==> src/verilog/counter_array_pkg.sv <==
// Notes on behaviour
// - reload select steers compare-byte accesses to reload
// - reload values act only in 9-11 bit modulation
// - overflow flag with its enable raises interrupt
// - overflow flag set at selected counter bit
// - overflow flag set by hardware or software write
// - configuration bits 4..2 read zero, ignore writes
// - length field sets 8, 9, 10, 11 bit cycles
// - wide modulation channels ignore length field
// - wide select picks 16-bit or narrow modulation
// - comparator enable turns on compare function
// - rising input edge captures counter value
// - falling input edge captures counter value
// - match with match enable sets event flag
// - match with toggle enable inverts output pin
// - toggle plus modulation gives frequency output
// - modulation enable drives pulse width waveform
// - module interrupt enable masks event flag request
// - low compare byte write clears comparator enable
// - high compare byte write sets comparator enable
// - event flags sticky, cleared only by software
package counter_array_pkg;

    localparam int unsigned NCH = 6;

    localparam logic [7:0] PAGE_CFG  = 8'h0F;
    localparam logic [7:0] PAGE_MOD  = 8'h10;
    localparam logic [7:0] CFG_OFS   = 8'hDA;
    localparam logic [7:0] FLAG_OFS  = 8'hD8;
    localparam logic [7:0] CFG_RST   = 8'h00;
    localparam logic [7:0] MODE_RST  = 8'h00;
    localparam logic [7:0] CFG_WMASK = 8'hE3;

    localparam int unsigned CFG_ARSEL = 7;
    localparam int unsigned CFG_OVIE  = 6;
    localparam int unsigned CFG_OVF   = 5;
    localparam int unsigned CFG_LEN   = 0;

    localparam int unsigned MB_WIDE  = 7;
    localparam int unsigned MB_CMP   = 6;
    localparam int unsigned MB_RISE  = 5;
    localparam int unsigned MB_FALL  = 4;
    localparam int unsigned MB_MATCH = 3;
    localparam int unsigned MB_TOG   = 2;
    localparam int unsigned MB_PWM   = 1;
    localparam int unsigned MB_IRQ   = 0;

    typedef logic [NCH-1:0][7:0] ofs_tbl_t;

    // entry 0 is module 6
    localparam ofs_tbl_t MODE_OFS =
        {8'hDF, 8'hDE, 8'hDD, 8'hDC, 8'hDB, 8'hDA};
    localparam ofs_tbl_t CPL_OFS =
        {8'hCE, 8'hFD, 8'hED, 8'hEB, 8'hE9, 8'hFB};
    localparam ofs_tbl_t CPH_OFS =
        {8'hCF, 8'hFE, 8'hEE, 8'hEC, 8'hEA, 8'hFC};

    typedef enum logic [2:0] {
        SEL_NONE, SEL_CFG, SEL_MODE, SEL_CPL, SEL_CPH, SEL_FLAG
    } sel_t;

    // {hit, index} of an address in a table
    function automatic logic [3:0] find_ofs(input logic [7:0] a,
                                            input ofs_tbl_t   t);
        logic [3:0] r;
        r = 4'h0;
        for (int i = 0; i < NCH; i++) begin
            if (t[i] == a) begin
                r = {1'b1, 3'(i)};
            end
        end
        return r;
    endfunction

    function automatic logic [15:0] len_mask(input logic [1:0] sel);
        logic [15:0] m;
        case (sel)
            2'd0:    m = 16'h00FF;
            2'd1:    m = 16'h01FF;
            2'd2:    m = 16'h03FF;
            default: m = 16'h07FF;
        endcase
        return m;
    endfunction

endpackage

==> src/verilog/chan_if.sv <==
`timescale 1ns/1ps
interface chan_if;
    logic [7:0]  mode;
    logic [15:0] cmp;
    logic [15:0] rld;
    logic [15:0] cnt;
    logic        tick;
    logic        ovf_ev;
    logic [1:0]  clsel;
    logic        match;
    logic        wave;

    modport ctl (output mode, cmp, rld, cnt, tick, ovf_ev, clsel,
                 input  match, wave);
    modport chn (input  mode, cmp, rld, cnt, tick, ovf_ev, clsel,
                 output match, wave);
endinterface // chan_if

==> src/verilog/edge_catch.sv <==
`timescale 1ns/1ps
module edge_catch
    import counter_array_pkg::*;
#(
    parameter int unsigned N = NCH
) (
    input  logic         clk_i,   // system clock
    input  logic         rst_n_i, // sync reset, low
    input  logic         ce_i,    // clock enable
    input  logic [N-1:0] pin_i,   // capture inputs
    output logic [N-1:0] rise_o,  // rising edge seen
    output logic [N-1:0] fall_o   // falling edge seen
);
    typedef struct packed {
        logic [N-1:0] prev;
        logic         armed;
    } edge_state_t;

    edge_state_t st_reg;
    edge_state_t st_next;

    // no edge reported before one sample has been taken
    always_comb begin
        st_next       = st_reg;
        st_next.prev  = pin_i;
        st_next.armed = 1'b1;
    end

    always_ff @(posedge clk_i) begin
        if (!rst_n_i) begin
            st_reg <= '0;
        end else if (ce_i) begin
            st_reg <= st_next;
        end
    end

    assign rise_o = {N{st_reg.armed & ce_i}} & pin_i & ~st_reg.prev;
    assign fall_o = {N{st_reg.armed & ce_i}} & ~pin_i & st_reg.prev;
endmodule // edge_catch

==> src/verilog/chan_wave.sv <==
`timescale 1ns/1ps
module chan_wave
    import counter_array_pkg::*;
(
    input  logic clk_i,   // system clock
    input  logic rst_n_i, // sync reset, low
    input  logic ce_i,    // clock enable
    chan_if.chn  bus      // controls and counter in, match and pin out
);
    typedef struct packed {
        logic [15:0] active;
        logic [7:0]  tgt;
        logic        wave;
    } chan_state_t;

    chan_state_t st_reg;
    chan_state_t st_next;
    logic        wide;
    logic        pwm;
    logic        tog;
    logic        ecom;
    logic        freq;
    logic        hit;
    logic [15:0] msk;

    assign wide = bus.mode[MB_WIDE];
    assign pwm  = bus.mode[MB_PWM];
    assign tog  = bus.mode[MB_TOG];
    assign ecom = bus.mode[MB_CMP];
    assign freq = tog & pwm;
    assign msk  = wide ? 16'hFFFF : len_mask(bus.clsel);

    always_comb begin
        if (!ecom || !bus.tick) begin
            hit = 1'b0;
        end else if (freq) begin
            hit = (bus.cnt[7:0] == st_reg.tgt);
        end else if (pwm) begin
            hit = ((bus.cnt & msk) == (st_reg.active & msk));
        end else begin
            hit = (bus.cnt == bus.cmp);
        end
    end

    always_comb begin
        st_next = st_reg;
        // narrow modulation takes the new compare (8 bit) or reload (9-11 bit) only at a cycle boundary
        if (!pwm || wide) begin
            st_next.active = bus.cmp;
        end else if (bus.ovf_ev) begin
            st_next.active = (bus.clsel == 2'd0) ? bus.cmp : bus.rld;
        end
        if (!freq) begin
            st_next.tgt = bus.cmp[7:0];
        end else if (hit) begin
            st_next.tgt = st_reg.tgt + bus.cmp[15:8];
        end
        if (freq || (tog && !pwm)) begin
            if (hit) begin
                st_next.wave = ~st_reg.wave;
            end
        end else if (pwm) begin
            st_next.wave = ecom &&
                ((bus.cnt & msk) < (st_reg.active & msk));
        end
    end

    always_ff @(posedge clk_i) begin
        if (!rst_n_i) begin
            st_reg <= '0;
        end else if (ce_i) begin
            st_reg <= st_next;
        end
    end

    assign bus.match = hit;
    assign bus.wave  = st_reg.wave;
endmodule // chan_wave

==> src/verilog/counter_array_ctrl.sv <==
`timescale 1ns/1ps
module counter_array_ctrl
    import counter_array_pkg::*;
(
    input  logic           SYS_CLK_I, // system clock, 20 MHz
    input  logic           RST_N_I,   // sync reset, active low
    input  logic           CE_I,      // clock enable, low freezes
    input  logic [7:0]     PAGE_I,    // register page
    input  logic [7:0]     ADDR_I,    // register address
    input  logic [7:0]     WDATA_I,   // write data
    input  logic           WR_I,      // write strobe
    input  logic           RD_I,      // read strobe
    output logic [7:0]     RDATA_O,   // read data, cycle after read
    input  logic [15:0]    COUNT_I,   // main counter value
    input  logic           TICK_I,    // counter advances this edge
    input  logic [NCH-1:0] CAP_I,     // capture input pins
    output logic [NCH-1:0] WAVE_O,    // waveform output pins
    output logic           IRQ_O      // counter array interrupt
);
    typedef struct packed {
        logic [7:0]            cfg;
        logic [NCH-1:0][7:0]   mode;
        logic [NCH-1:0][15:0]  cmp;
        logic [NCH-1:0][15:0]  rld;
        logic [NCH-1:0]        flag;
        logic [7:0]            rdata;
        logic                  irq;
    } ctl_state_t;

    localparam ctl_state_t ST_RST = '{
        cfg:     CFG_RST,
        mode:    {NCH{MODE_RST}},
        default: '0
    };

    ctl_state_t     st_reg;
    ctl_state_t     st_next;
    sel_t           sel;
    logic [2:0]     idx;
    logic [3:0]     mode_f;
    logic [3:0]     cpl_f;
    logic [3:0]     cph_f;
    logic [7:0]     rd_val;
    logic [15:0]    cyc_msk;
    logic           ovf_ev;
    logic           arsel;
    logic           wr_cfg;
    logic           wr_cpl;
    logic           wr_cph;
    logic           wr_flag;
    logic [NCH-1:0] rise;
    logic [NCH-1:0] fall;
    logic [NCH-1:0] cap_ev;
    logic [NCH-1:0] cp_wr;
    logic [NCH-1:0] match_v;
    logic [NCH-1:0] wave_v;
    logic [NCH-1:0] ie_v;
    logic [NCH-1:0] ecom_v;
    logic [NCH-1:0] mat_v;

    assign mode_f = find_ofs(ADDR_I, MODE_OFS);
    assign cpl_f  = find_ofs(ADDR_I, CPL_OFS);
    assign cph_f  = find_ofs(ADDR_I, CPH_OFS);

    // the mode of module 6 shares its address with the configuration
    // register; only the page tells them apart
    always_comb begin
        sel = SEL_NONE;
        idx = 3'd0;
        if (PAGE_I == PAGE_CFG && ADDR_I == CFG_OFS) begin
            sel = SEL_CFG;
        end else if (PAGE_I != PAGE_MOD) begin
            sel = SEL_NONE;
        end else if (mode_f[3]) begin
            sel = SEL_MODE;
            idx = mode_f[2:0];
        end else if (cpl_f[3]) begin
            sel = SEL_CPL;
            idx = cpl_f[2:0];
        end else if (cph_f[3]) begin
            sel = SEL_CPH;
            idx = cph_f[2:0];
        end else if (ADDR_I == FLAG_OFS) begin
            sel = SEL_FLAG;
        end
    end

    assign arsel   = st_reg.cfg[CFG_ARSEL];
    assign wr_cfg  = WR_I && (sel == SEL_CFG);
    assign wr_cpl  = WR_I && (sel == SEL_CPL);
    assign wr_cph  = WR_I && (sel == SEL_CPH);
    assign wr_flag = WR_I && (sel == SEL_FLAG);
    assign cyc_msk = len_mask(st_reg.cfg[CFG_LEN +: 2]);
    assign ovf_ev  = TICK_I && ((COUNT_I & cyc_msk) == cyc_msk);

    always_comb begin
        if (sel == SEL_CFG) begin
            rd_val = st_reg.cfg & CFG_WMASK;
        end else if (sel == SEL_MODE) begin
            rd_val = st_reg.mode[idx];
        end else if (sel == SEL_CPL) begin
            rd_val = arsel ? st_reg.rld[idx][7:0]
                           : st_reg.cmp[idx][7:0];
        end else if (sel == SEL_CPH) begin
            rd_val = arsel ? st_reg.rld[idx][15:8]
                           : st_reg.cmp[idx][15:8];
        end else if (sel == SEL_FLAG) begin
            rd_val = {{(8 - NCH){1'b0}}, st_reg.flag};
        end else begin
            rd_val = 8'h00;
        end
    end

    edge_catch #(
        .N (NCH)
    ) u_edge (
        .clk_i   (SYS_CLK_I),
        .rst_n_i (RST_N_I),
        .ce_i    (CE_I),
        .pin_i   (CAP_I),
        .rise_o  (rise),
        .fall_o  (fall)
    );

    chan_if ch [NCH] ();

    for (genvar g = 0; g < NCH; g++) begin : g_chan
        assign ch[g].mode   = st_reg.mode[g];
        assign ch[g].cmp    = st_reg.cmp[g];
        assign ch[g].rld    = st_reg.rld[g];
        assign ch[g].cnt    = COUNT_I;
        assign ch[g].tick   = TICK_I;
        assign ch[g].ovf_ev = ovf_ev;
        assign ch[g].clsel  = st_reg.cfg[CFG_LEN +: 2];
        assign match_v[g]   = ch[g].match;
        assign wave_v[g]    = ch[g].wave;
        assign ie_v[g]      = st_reg.mode[g][MB_IRQ];
        assign ecom_v[g]    = st_reg.mode[g][MB_CMP];
        assign mat_v[g]     = st_reg.mode[g][MB_MATCH];
        assign cap_ev[g]    = (rise[g] & st_reg.mode[g][MB_RISE])
                            | (fall[g] & st_reg.mode[g][MB_FALL]);
        // a software write to the same compare bytes beats a capture
        assign cp_wr[g]     = (wr_cpl || wr_cph) && !arsel &&
                              (idx == 3'(g));

        chan_wave u_chan (
            .clk_i   (SYS_CLK_I),
            .rst_n_i (RST_N_I),
            .ce_i    (CE_I),
            .bus     (ch[g])
        );
    end

    always_comb begin
        st_next       = st_reg;
        st_next.rdata = 8'h00;
        if (wr_cfg) begin
            st_next.cfg = WDATA_I & CFG_WMASK;
        end else if (WR_I && sel == SEL_MODE) begin
            st_next.mode[idx] = WDATA_I;
        end else if (wr_cpl) begin
            if (arsel) begin
                st_next.rld[idx][7:0] = WDATA_I;
            end else begin
                st_next.cmp[idx][7:0] = WDATA_I;
            end
            st_next.mode[idx][MB_CMP] = 1'b0;
        end else if (wr_cph) begin
            if (arsel) begin
                st_next.rld[idx][15:8] = WDATA_I;
            end else begin
                st_next.cmp[idx][15:8] = WDATA_I;
            end
            st_next.mode[idx][MB_CMP] = 1'b1;
        end else if (wr_flag) begin
            st_next.flag = WDATA_I[NCH-1:0];
        end
        // hardware sets after the write so a set wins over a clear
        if (ovf_ev) begin
            st_next.cfg[CFG_OVF] = 1'b1;
        end
        for (int i = 0; i < NCH; i++) begin
            if (cap_ev[i] && !cp_wr[i]) begin
                st_next.cmp[i] = COUNT_I;
            end
            if (cap_ev[i] || (match_v[i] && mat_v[i])) begin
                st_next.flag[i] = 1'b1;
            end
        end
        if (RD_I) begin
            st_next.rdata = rd_val;
        end
        st_next.irq = (st_reg.cfg[CFG_OVF] && st_reg.cfg[CFG_OVIE])
                    || |(st_reg.flag & ie_v);
    end

    always_ff @(posedge SYS_CLK_I) begin
        if (!RST_N_I) begin
            st_reg <= ST_RST;
        end else if (CE_I) begin
            st_reg <= st_next;
        end
    end

    assign RDATA_O = st_reg.rdata;
    assign IRQ_O   = st_reg.irq;
    assign WAVE_O  = wave_v;

    // per module: capture, match and software clear
    for (genvar g = 0; g < NCH; g++) begin : g_chk

    end
endmodule // counter_array_ctrl

==> config.mk <==
export PLATFORM = sky130hd
export DESIGN_NAME = counter_array_ctrl
export DESIGN_NICKNAME = d
export VERILOG_FILES = /design/src/verilog/counter_array_pkg.sv /design/src/verilog/chan_if.sv /design/src/verilog/edge_catch.sv /design/src/verilog/chan_wave.sv /design/src/verilog/counter_array_ctrl.sv
export SDC_FILE = /design/constraint.sdc
export NUM_CORES = 2
export LEC_CHECK = 0
export BUFFER_PORTS_ARGS = -buffer_cell sky130_fd_sc_hd__buf_2
export CAP_MARGIN = 20
export CORE_AREA = 3 3 282 284
export DETAILED_ROUTE_END_ITERATION = 8
export DIE_AREA = 0 0 285 287
export PLACE_DENSITY = 0.59
export SYNTH_ARGS = -nofsm -noshare
export SYNTH_HDL_FRONTEND = slang
export SYNTH_SLANG_ARGS = --single-unit
export TNS_END_PERCENT = 100
==> constraint.sdc <==
create_clock -name SYS_CLK_I -period 3.47 [get_ports SYS_CLK_I]
set_input_delay 1.041 -clock SYS_CLK_I [delete_from_list [all_inputs] [get_ports SYS_CLK_I]]
set_output_delay 1.041 -clock SYS_CLK_I [all_outputs]
set_load 0.02 [all_outputs]
# ---- Word level (Yosys, flattened, before mapping)
# Cells that the tools add are included.
# Widths: inputs -> output; s select.
dict set report op_classes {
  magnitude_cmp 8
  addsub 6
  mux 155
  bitwise 56
  reduce_logical 150
  n_eq_ne 115
}
# op n
set op_table {}
lappend op_table {{$mux 16} 33}
lappend op_table {{$mux 240} 2}
lappend op_table {{$mux 198} 2}
lappend op_table {{$bwmux 96} 4}
lappend op_table {{$mux 96} 4}
lappend op_table {{$and 16x16->16} 13}
lappend op_table {{$eq 16x16->1} 13}
lappend op_table {{$mux 8} 22}
lappend op_table {{$eq 8x8->1 const A} 18}
lappend op_table {{$bmux 16 s3} 2}
lappend op_table {{$demux 16 s3} 2}
lappend op_table {{$lt 16x16->1} 6}
lappend op_table {{$reduce_and 6->1} 13}
lappend op_table {{$mux 4} 18}
lappend op_table {{$ne 2x1->1 const B} 36}
lappend op_table {{$add 8x8->8} 6}
lappend op_table {{$and 48x48->48} 1}
lappend op_table {{$bwmux 48} 1}
lappend op_table {{$demux 8 s3} 2}
lappend op_table {{$eq 8x8->1} 6}
lappend op_table {{$mux 48} 1}
lappend op_table {{$not 48->48} 1}
lappend op_table {{$or 48x48->48} 1}
lappend op_table {{$mux 1} 43}
lappend op_table {{other kinds (32)} 240}
dict set report word_totals {
  output_inout_bits 15
  input_bits 52
  elab_cells 538
  reg_bits 417
}

# ---- Longest topological paths before layout
dict set report logic_depth {
  ltp_word 23
  ltp_mapped 15
  mapped_depth_nobuf 12
}

# ---- Hierarchy
# Synthesis repeated with hierarchy kept, for this count alone.
dict set report unflattened {
  hier_cells 3466
  hier_area_um2 27978.1
}
# module area_per_inst_um2 seq_area_each_um2 cells_per_inst instances
set by_module_without_submodules {}
lappend by_module_without_submodules {counter_array_ctrl 13982.2 5205.0 1799 1}
lappend by_module_without_submodules {{chan_wave (g_chan[0].u_chan ...)} 2262.2 500.5 270 4}
lappend by_module_without_submodules {{chan_wave (g_chan[4].u_chan)} 2294.7 500.5 290 1}
lappend by_module_without_submodules {{chan_wave (g_chan[5].u_chan)} 2233.4 500.5 262 1}
lappend by_module_without_submodules {edge_catch 419.2 140.1 35 1}

# ---- Worst setup path after synthesis
# No wires, ideal clock.
dict set report synth_timing {
  path_type {input -> register}
  from {input port PAGE_I[7]}
  to {register st_reg (netlist bit RDATA_O[4])}
  setup_slack_ps -196
  required_ps 3351
  path_stages 10
  setup_ps 119
  arrival_ps 3547
  path_buffers 3
  path_cell_list {or3_1 > buf_2 > or4_4 > buf_6 > a21oi_4 > buf_6 > mux4_2 > o21ai_0 > nand3_1 > o221a_2}
}
dict set report synth_between {
  elab_chain_cells 11
  word_cells_on_any_way 26
  cone_classes {eq/ne: 7; mux: 18; reduce/logical: 1}
}
# item line
set synth_lines {}
lappend synth_lines {{start: declaration} counter_array_ctrl.sv:8} ;# input logic [7:0] PAGE_I,
lappend synth_lines {{$ne 8x5->1 / $eq 8x4->1 (equally long branches)} {counter_array_ctrl.sv:72, counter_array_ctrl.sv:70}}
lappend synth_lines {{$mux 3 / $logic_and 1x1->1 (equally long branches)} {counter_array_ctrl.sv:72, counter_array_ctrl.sv:70}}
lappend synth_lines {{$mux 3} counter_array_ctrl.sv:70} ;# if (PAGE_I == PAGE_CFG && ADDR_I == CFG_OFS) begin
lappend synth_lines {{$bmux 16 s3, on equally long branches} --}
lappend synth_lines {{$mux 16, on equally long branches} {counter_array_ctrl.sv:106, counter_array_ctrl.sv:105}}
lappend synth_lines {{$mux 8} counter_array_ctrl.sv:105} ;# rd_val = arsel ? st_reg.rld[idx][15:8]
lappend synth_lines {{$mux 8} counter_array_ctrl.sv:104} ;# end else if (sel == SEL_CPH) begin
lappend synth_lines {{$mux 8} counter_array_ctrl.sv:101} ;# end else if (sel == SEL_CPL) begin
lappend synth_lines {{$mux 8} counter_array_ctrl.sv:99} ;# end else if (sel == SEL_MODE) begin
lappend synth_lines {{$mux 8 *} counter_array_ctrl.sv:97} ;# if (sel == SEL_CFG) begin
lappend synth_lines {{$mux 8 *} counter_array_ctrl.sv:190} ;# if (RD_I) begin
lappend synth_lines {{end signal: assignment} counter_array_ctrl.sv:201} ;# st_reg <= st_next;
lappend synth_lines {{end: declaration} counter_array_ctrl.sv:36} ;# ctl_state_t st_reg;
# Every way passes the cells marked *; elsewhere a longest branch is shown, timed or not. The select of a mux whose other input is x is not followed.
# A chain may end at the register's enable or synchronous reset.

# ---- Worst setup path after layout
dict set report layout_timing {
  from {input port PAGE_I[0]}
  to {register st_reg (netlist bit ch[5].cmp[0])}
}
dict set report layout_between {
  elab_chain_cells 13
  word_cells_on_any_way 42
  cone_classes {order compare: 2; eq/ne: 11; mux: 16; reduce/logical: 13}
}
# item line
set layout_lines {}
lappend layout_lines {{$ne 8x5->1 / $eq 8x4->1 (equally long branches)} {counter_array_ctrl.sv:72, counter_array_ctrl.sv:70}}
lappend layout_lines {{$mux 3 / $logic_and 1x1->1 (equally long branches)} {counter_array_ctrl.sv:72, counter_array_ctrl.sv:70}}
lappend layout_lines {{$mux 3} counter_array_ctrl.sv:70}
lappend layout_lines {{$lt 3x4->1 (implied by the code) / $ge 3x1->1 (equally long branches)} counter_array_ctrl.sv:165} ;# st_next.cmp[idx][7:0] = WDATA_I;
lappend layout_lines {{$logic_and 1x1->1 (implied by the code)} counter_array_ctrl.sv:165}
lappend layout_lines {{$mux 8 (implied by the code)} counter_array_ctrl.sv:165}
lappend layout_lines {{$demux 16 s3} counter_array_ctrl.sv:165}
lappend layout_lines {{$bwmux 96} counter_array_ctrl.sv:165}
lappend layout_lines {{$mux 96} counter_array_ctrl.sv:162} ;# if (arsel) begin
lappend layout_lines {{$mux 240} counter_array_ctrl.sv:161} ;# end else if (wr_cpl) begin
lappend layout_lines {{$mux 198} counter_array_ctrl.sv:159} ;# end else if (WR_I && sel == SEL_MODE) begin
lappend layout_lines {{$mux 198} counter_array_ctrl.sv:157} ;# if (wr_cfg) begin
lappend layout_lines {{$mux 16} counter_array_ctrl.sv:183} ;# if (cap_ev[i] && !cp_wr[i]) begin
# Parallel ways exist; a longest one is shown, timed or not. The select of a mux whose other input is x is not followed.

==> run metrics <==
Syn Area/Cell 7.853 sq um; Final #Nets 3915; via count 28111; final hold vios 0; worst-margin pin slew 1.188 ns; fraction of layout cells with a size suffix above 1 0.1782; Core Area 0.07734 sq mm; initial antenna violation count 8; highest routed layer met5; ANT nets after route 0; post-route setup slack 0.08240 ns; post-layout util 0.4318; die span in x 285 microns; # setup viols final 0; multi-input logic area 0.01728 sq mm; FILL cells 7948; Num CTS Buffers 51; combinational share of power 0.093; WL met2 57570 microns; global-route wire length before repair 191300 microns; crit path DAT 3.92 ns; number of flip-flops in the largest register 144; status complete, no violations; compound-gate portion of the synthesized area 0.2200; clk_lat worst skew 0.61 ns; Layout Area Growth over Synthesis 23.69%; worst path required time 4.01 ns; WL met1 54610 microns; Layout Skew 0.02516 ns; library cells used by synthesis 99; multiplexer share of the synthesized area 0.08954; Worst path slowest cell or4b_4; Max clock buf depth 3; GP Congestion 1.069; Crit Path Category in -> reg; cell area after layout 0.03339 sq mm; Max H-tree Level 2; Initial Utilization 0.3491; # IOs 67; Worst path top cell family by delay simple AND/OR/NAND/NOR gates; initial drt markers 3244; largest net degree at the start of global routing 151; Tcrit/Tclk final 0.9763; pwr dens 359.9 mW/mm^2; DRC violations left 0; CP endpoint kind flip-flop; Post-Synth Simple-Gate Area 0.1995; Critical Path Max Stage Delay 0.56 ns; #FFs+latches synth 417; NetSw 3.134 mW; most common cell after layout, fill and taps aside dfxtp_1; Syn Inst Count 3438; GRT Util Overall 0.3194; Clk network pwr share 0.499; Vias/cell 5.850; number of buffers added on ports 66; part of the power in registers 0.407; prevailing post-synth register cell dfxtp_1; post-synthesis sequential area ratio 0.3092; Place WS -0.5758 ns; worst path bufs/invs 2; post-route setup TNS 0 ns; RSZ-0062 raised after global routing no; crit-path most repeated cell a21oi_1; Setup crit start kind primary input; Post-DP Area 0.03149 sq mm; Post-Synth XOR/XNOR Area 0.05677; Crit Path Max Fanout 9; headroom to the max-slew limit 0.2074; Async SR Flop Fraction 0; LEAKAGE 12.94 nW; Max-Cap Viols 0; top cells by area, synth dfxtp_1 (31%), mux2i_1 (7.8%), ha_1 (6.4%); CTS root buf clkbuf_16; Seq. cell area 0.008348 sq mm; TritonCTS clock tree built; fmax 0.2952 GHz; worst hold margin 0.4687 ns; Chip Height 287 microns; Ys Warns 0; hpwl dp 101100 microns; WL/cell 27.97 microns; Yosys top cell by area dfxtp_1; internal power 8.883 mW; Synthesized Nets 3634; synthesized cell area 0.02700 sq mm; Die Area 0.08180 sq mm; Pre-antenna DRT Iters 6; Switching Share 0.2608; Synth top area share 0.3092; combinational family with the most area after synthesis compound AO/OA/AOI/OAI gates; total clock sinks 417; vias in the first global route 26477; most frequent cells in the layout dfxtp_1 (417), nand2_1 (411), buf_4 (389); CTS clk-pin slew, worst paths 0.06 ns; hold buffer count at CTS 0; number of flops mapped to enable cells by yosys 0; worst-path cell chain buf_2 -> or4b_4 -> or4_4 -> a21o_4 -> buf_12 -> or2_1 -> a21oi_1 -> and2_1 -> a22oi_1 -> a21oi_1; FP Rows 102; fin crit period 3.388 ns; gr ovfl total 0; drt total wl 134400 microns; post-synthesis adder-cell area fraction 0.06841; Final Max Tran Viols 0; maximum VDD drop 353.1 uV; metal3 WL 12840 microns; hold crit path type reg -> reg
-- metal layers --
layer | GRT usage | vias up
met5 | 0 | -
li1 | - | 12851
met3 | 0.06947 | 428
met1 | 0.4139 | 13316
met2 | 0.4887 | 1506
met4 | 0.1877 | 10
-- metrics by stage --
step                power, mW  cells
finish                  12.02   4805
global route            12.31   4800
CTS                     12.05   4800
detailed placement      6.088   4706
global placement        6.081   4706
floorplan               5.531   3438
-- power groups by stage --
stage          clock network, mW  logic, mW  registers (mW)
6_report                    6.00       1.12            4.89
5_1_grt                     6.23       1.18            4.90
4_1_cts                     6.06       1.09            4.89
3_5_place_dp                   0       1.09            5.00
3_3_place_gp                   0       1.08            5.00
2_1_floorplan                  0      0.541            4.99
-- final timing paths --
kind                         start                        end  slack, ns  cells after the start
hold reg to reg   u_edge.st_reg[0]           u_edge.st_reg[0]       0.47                      2
setup reg to reg    ch[0].clsel[1]  g_chan[2].u_chan.bus.wave       0.17                     13
hold / removal    u_edge.st_reg[0]           u_edge.st_reg[0]       0.47                      2
setup / recovery         PAGE_I[0]               ch[5].cmp[0]       0.08                     10
-- kinds of logic (layout without fill, tap and decap cells) --
| logic type | count (synthesis) | after routing |
|---|---|---|
| adders and majority gates | 144 | 144 |
| buffers and inverters | 366 | 688 |
| muxes | 226 | 226 |
| DFF | 417 | 417 |
| AOI/OAI and AO/OA | 929 | 929 |
| other | 0 | 5 |
| and+or+nand+nor | 1181 | 1181 |
| xor gates and xnor gates | 175 | 175 |
-- timing repair --
item	in CTS	in global routing
resized for setup	0	9
endpoints found under the setup margin	0	15
setup buffers	0	0
endpoints found under the hold margin	0	0
-- worst min-delay path: stages (launching register included) --
cell,delay (ns)
dfxtp_1,0.33
nor2_1,0.04
nor2_1,0.07
-- Yosys cell counts, types with 77 or more instances --
master and number:
a211oi_1 118, a21oi_1 301, clkbuf_1 189, dfxtp_1 417
ha_1 138, inv_1 87, mux2i_1 210, nand2_1 413
nand3_1 77, nor2_1 374, o21ai_0 185, xnor2_1 82
xor2_1 93
-- cell type report --
type                    count  area share
diodes                      5   0.0003747
repair buffers            505      0.1275
clock inverters            21    0.009855
clock buffers              73     0.04556
multi-input cells        2655      0.5175
well taps                1040     0.03897
inverters                  89     0.01023
flip-flops and latches    417      0.2500
No activity file was read; power rests on OpenSTA's default activity.
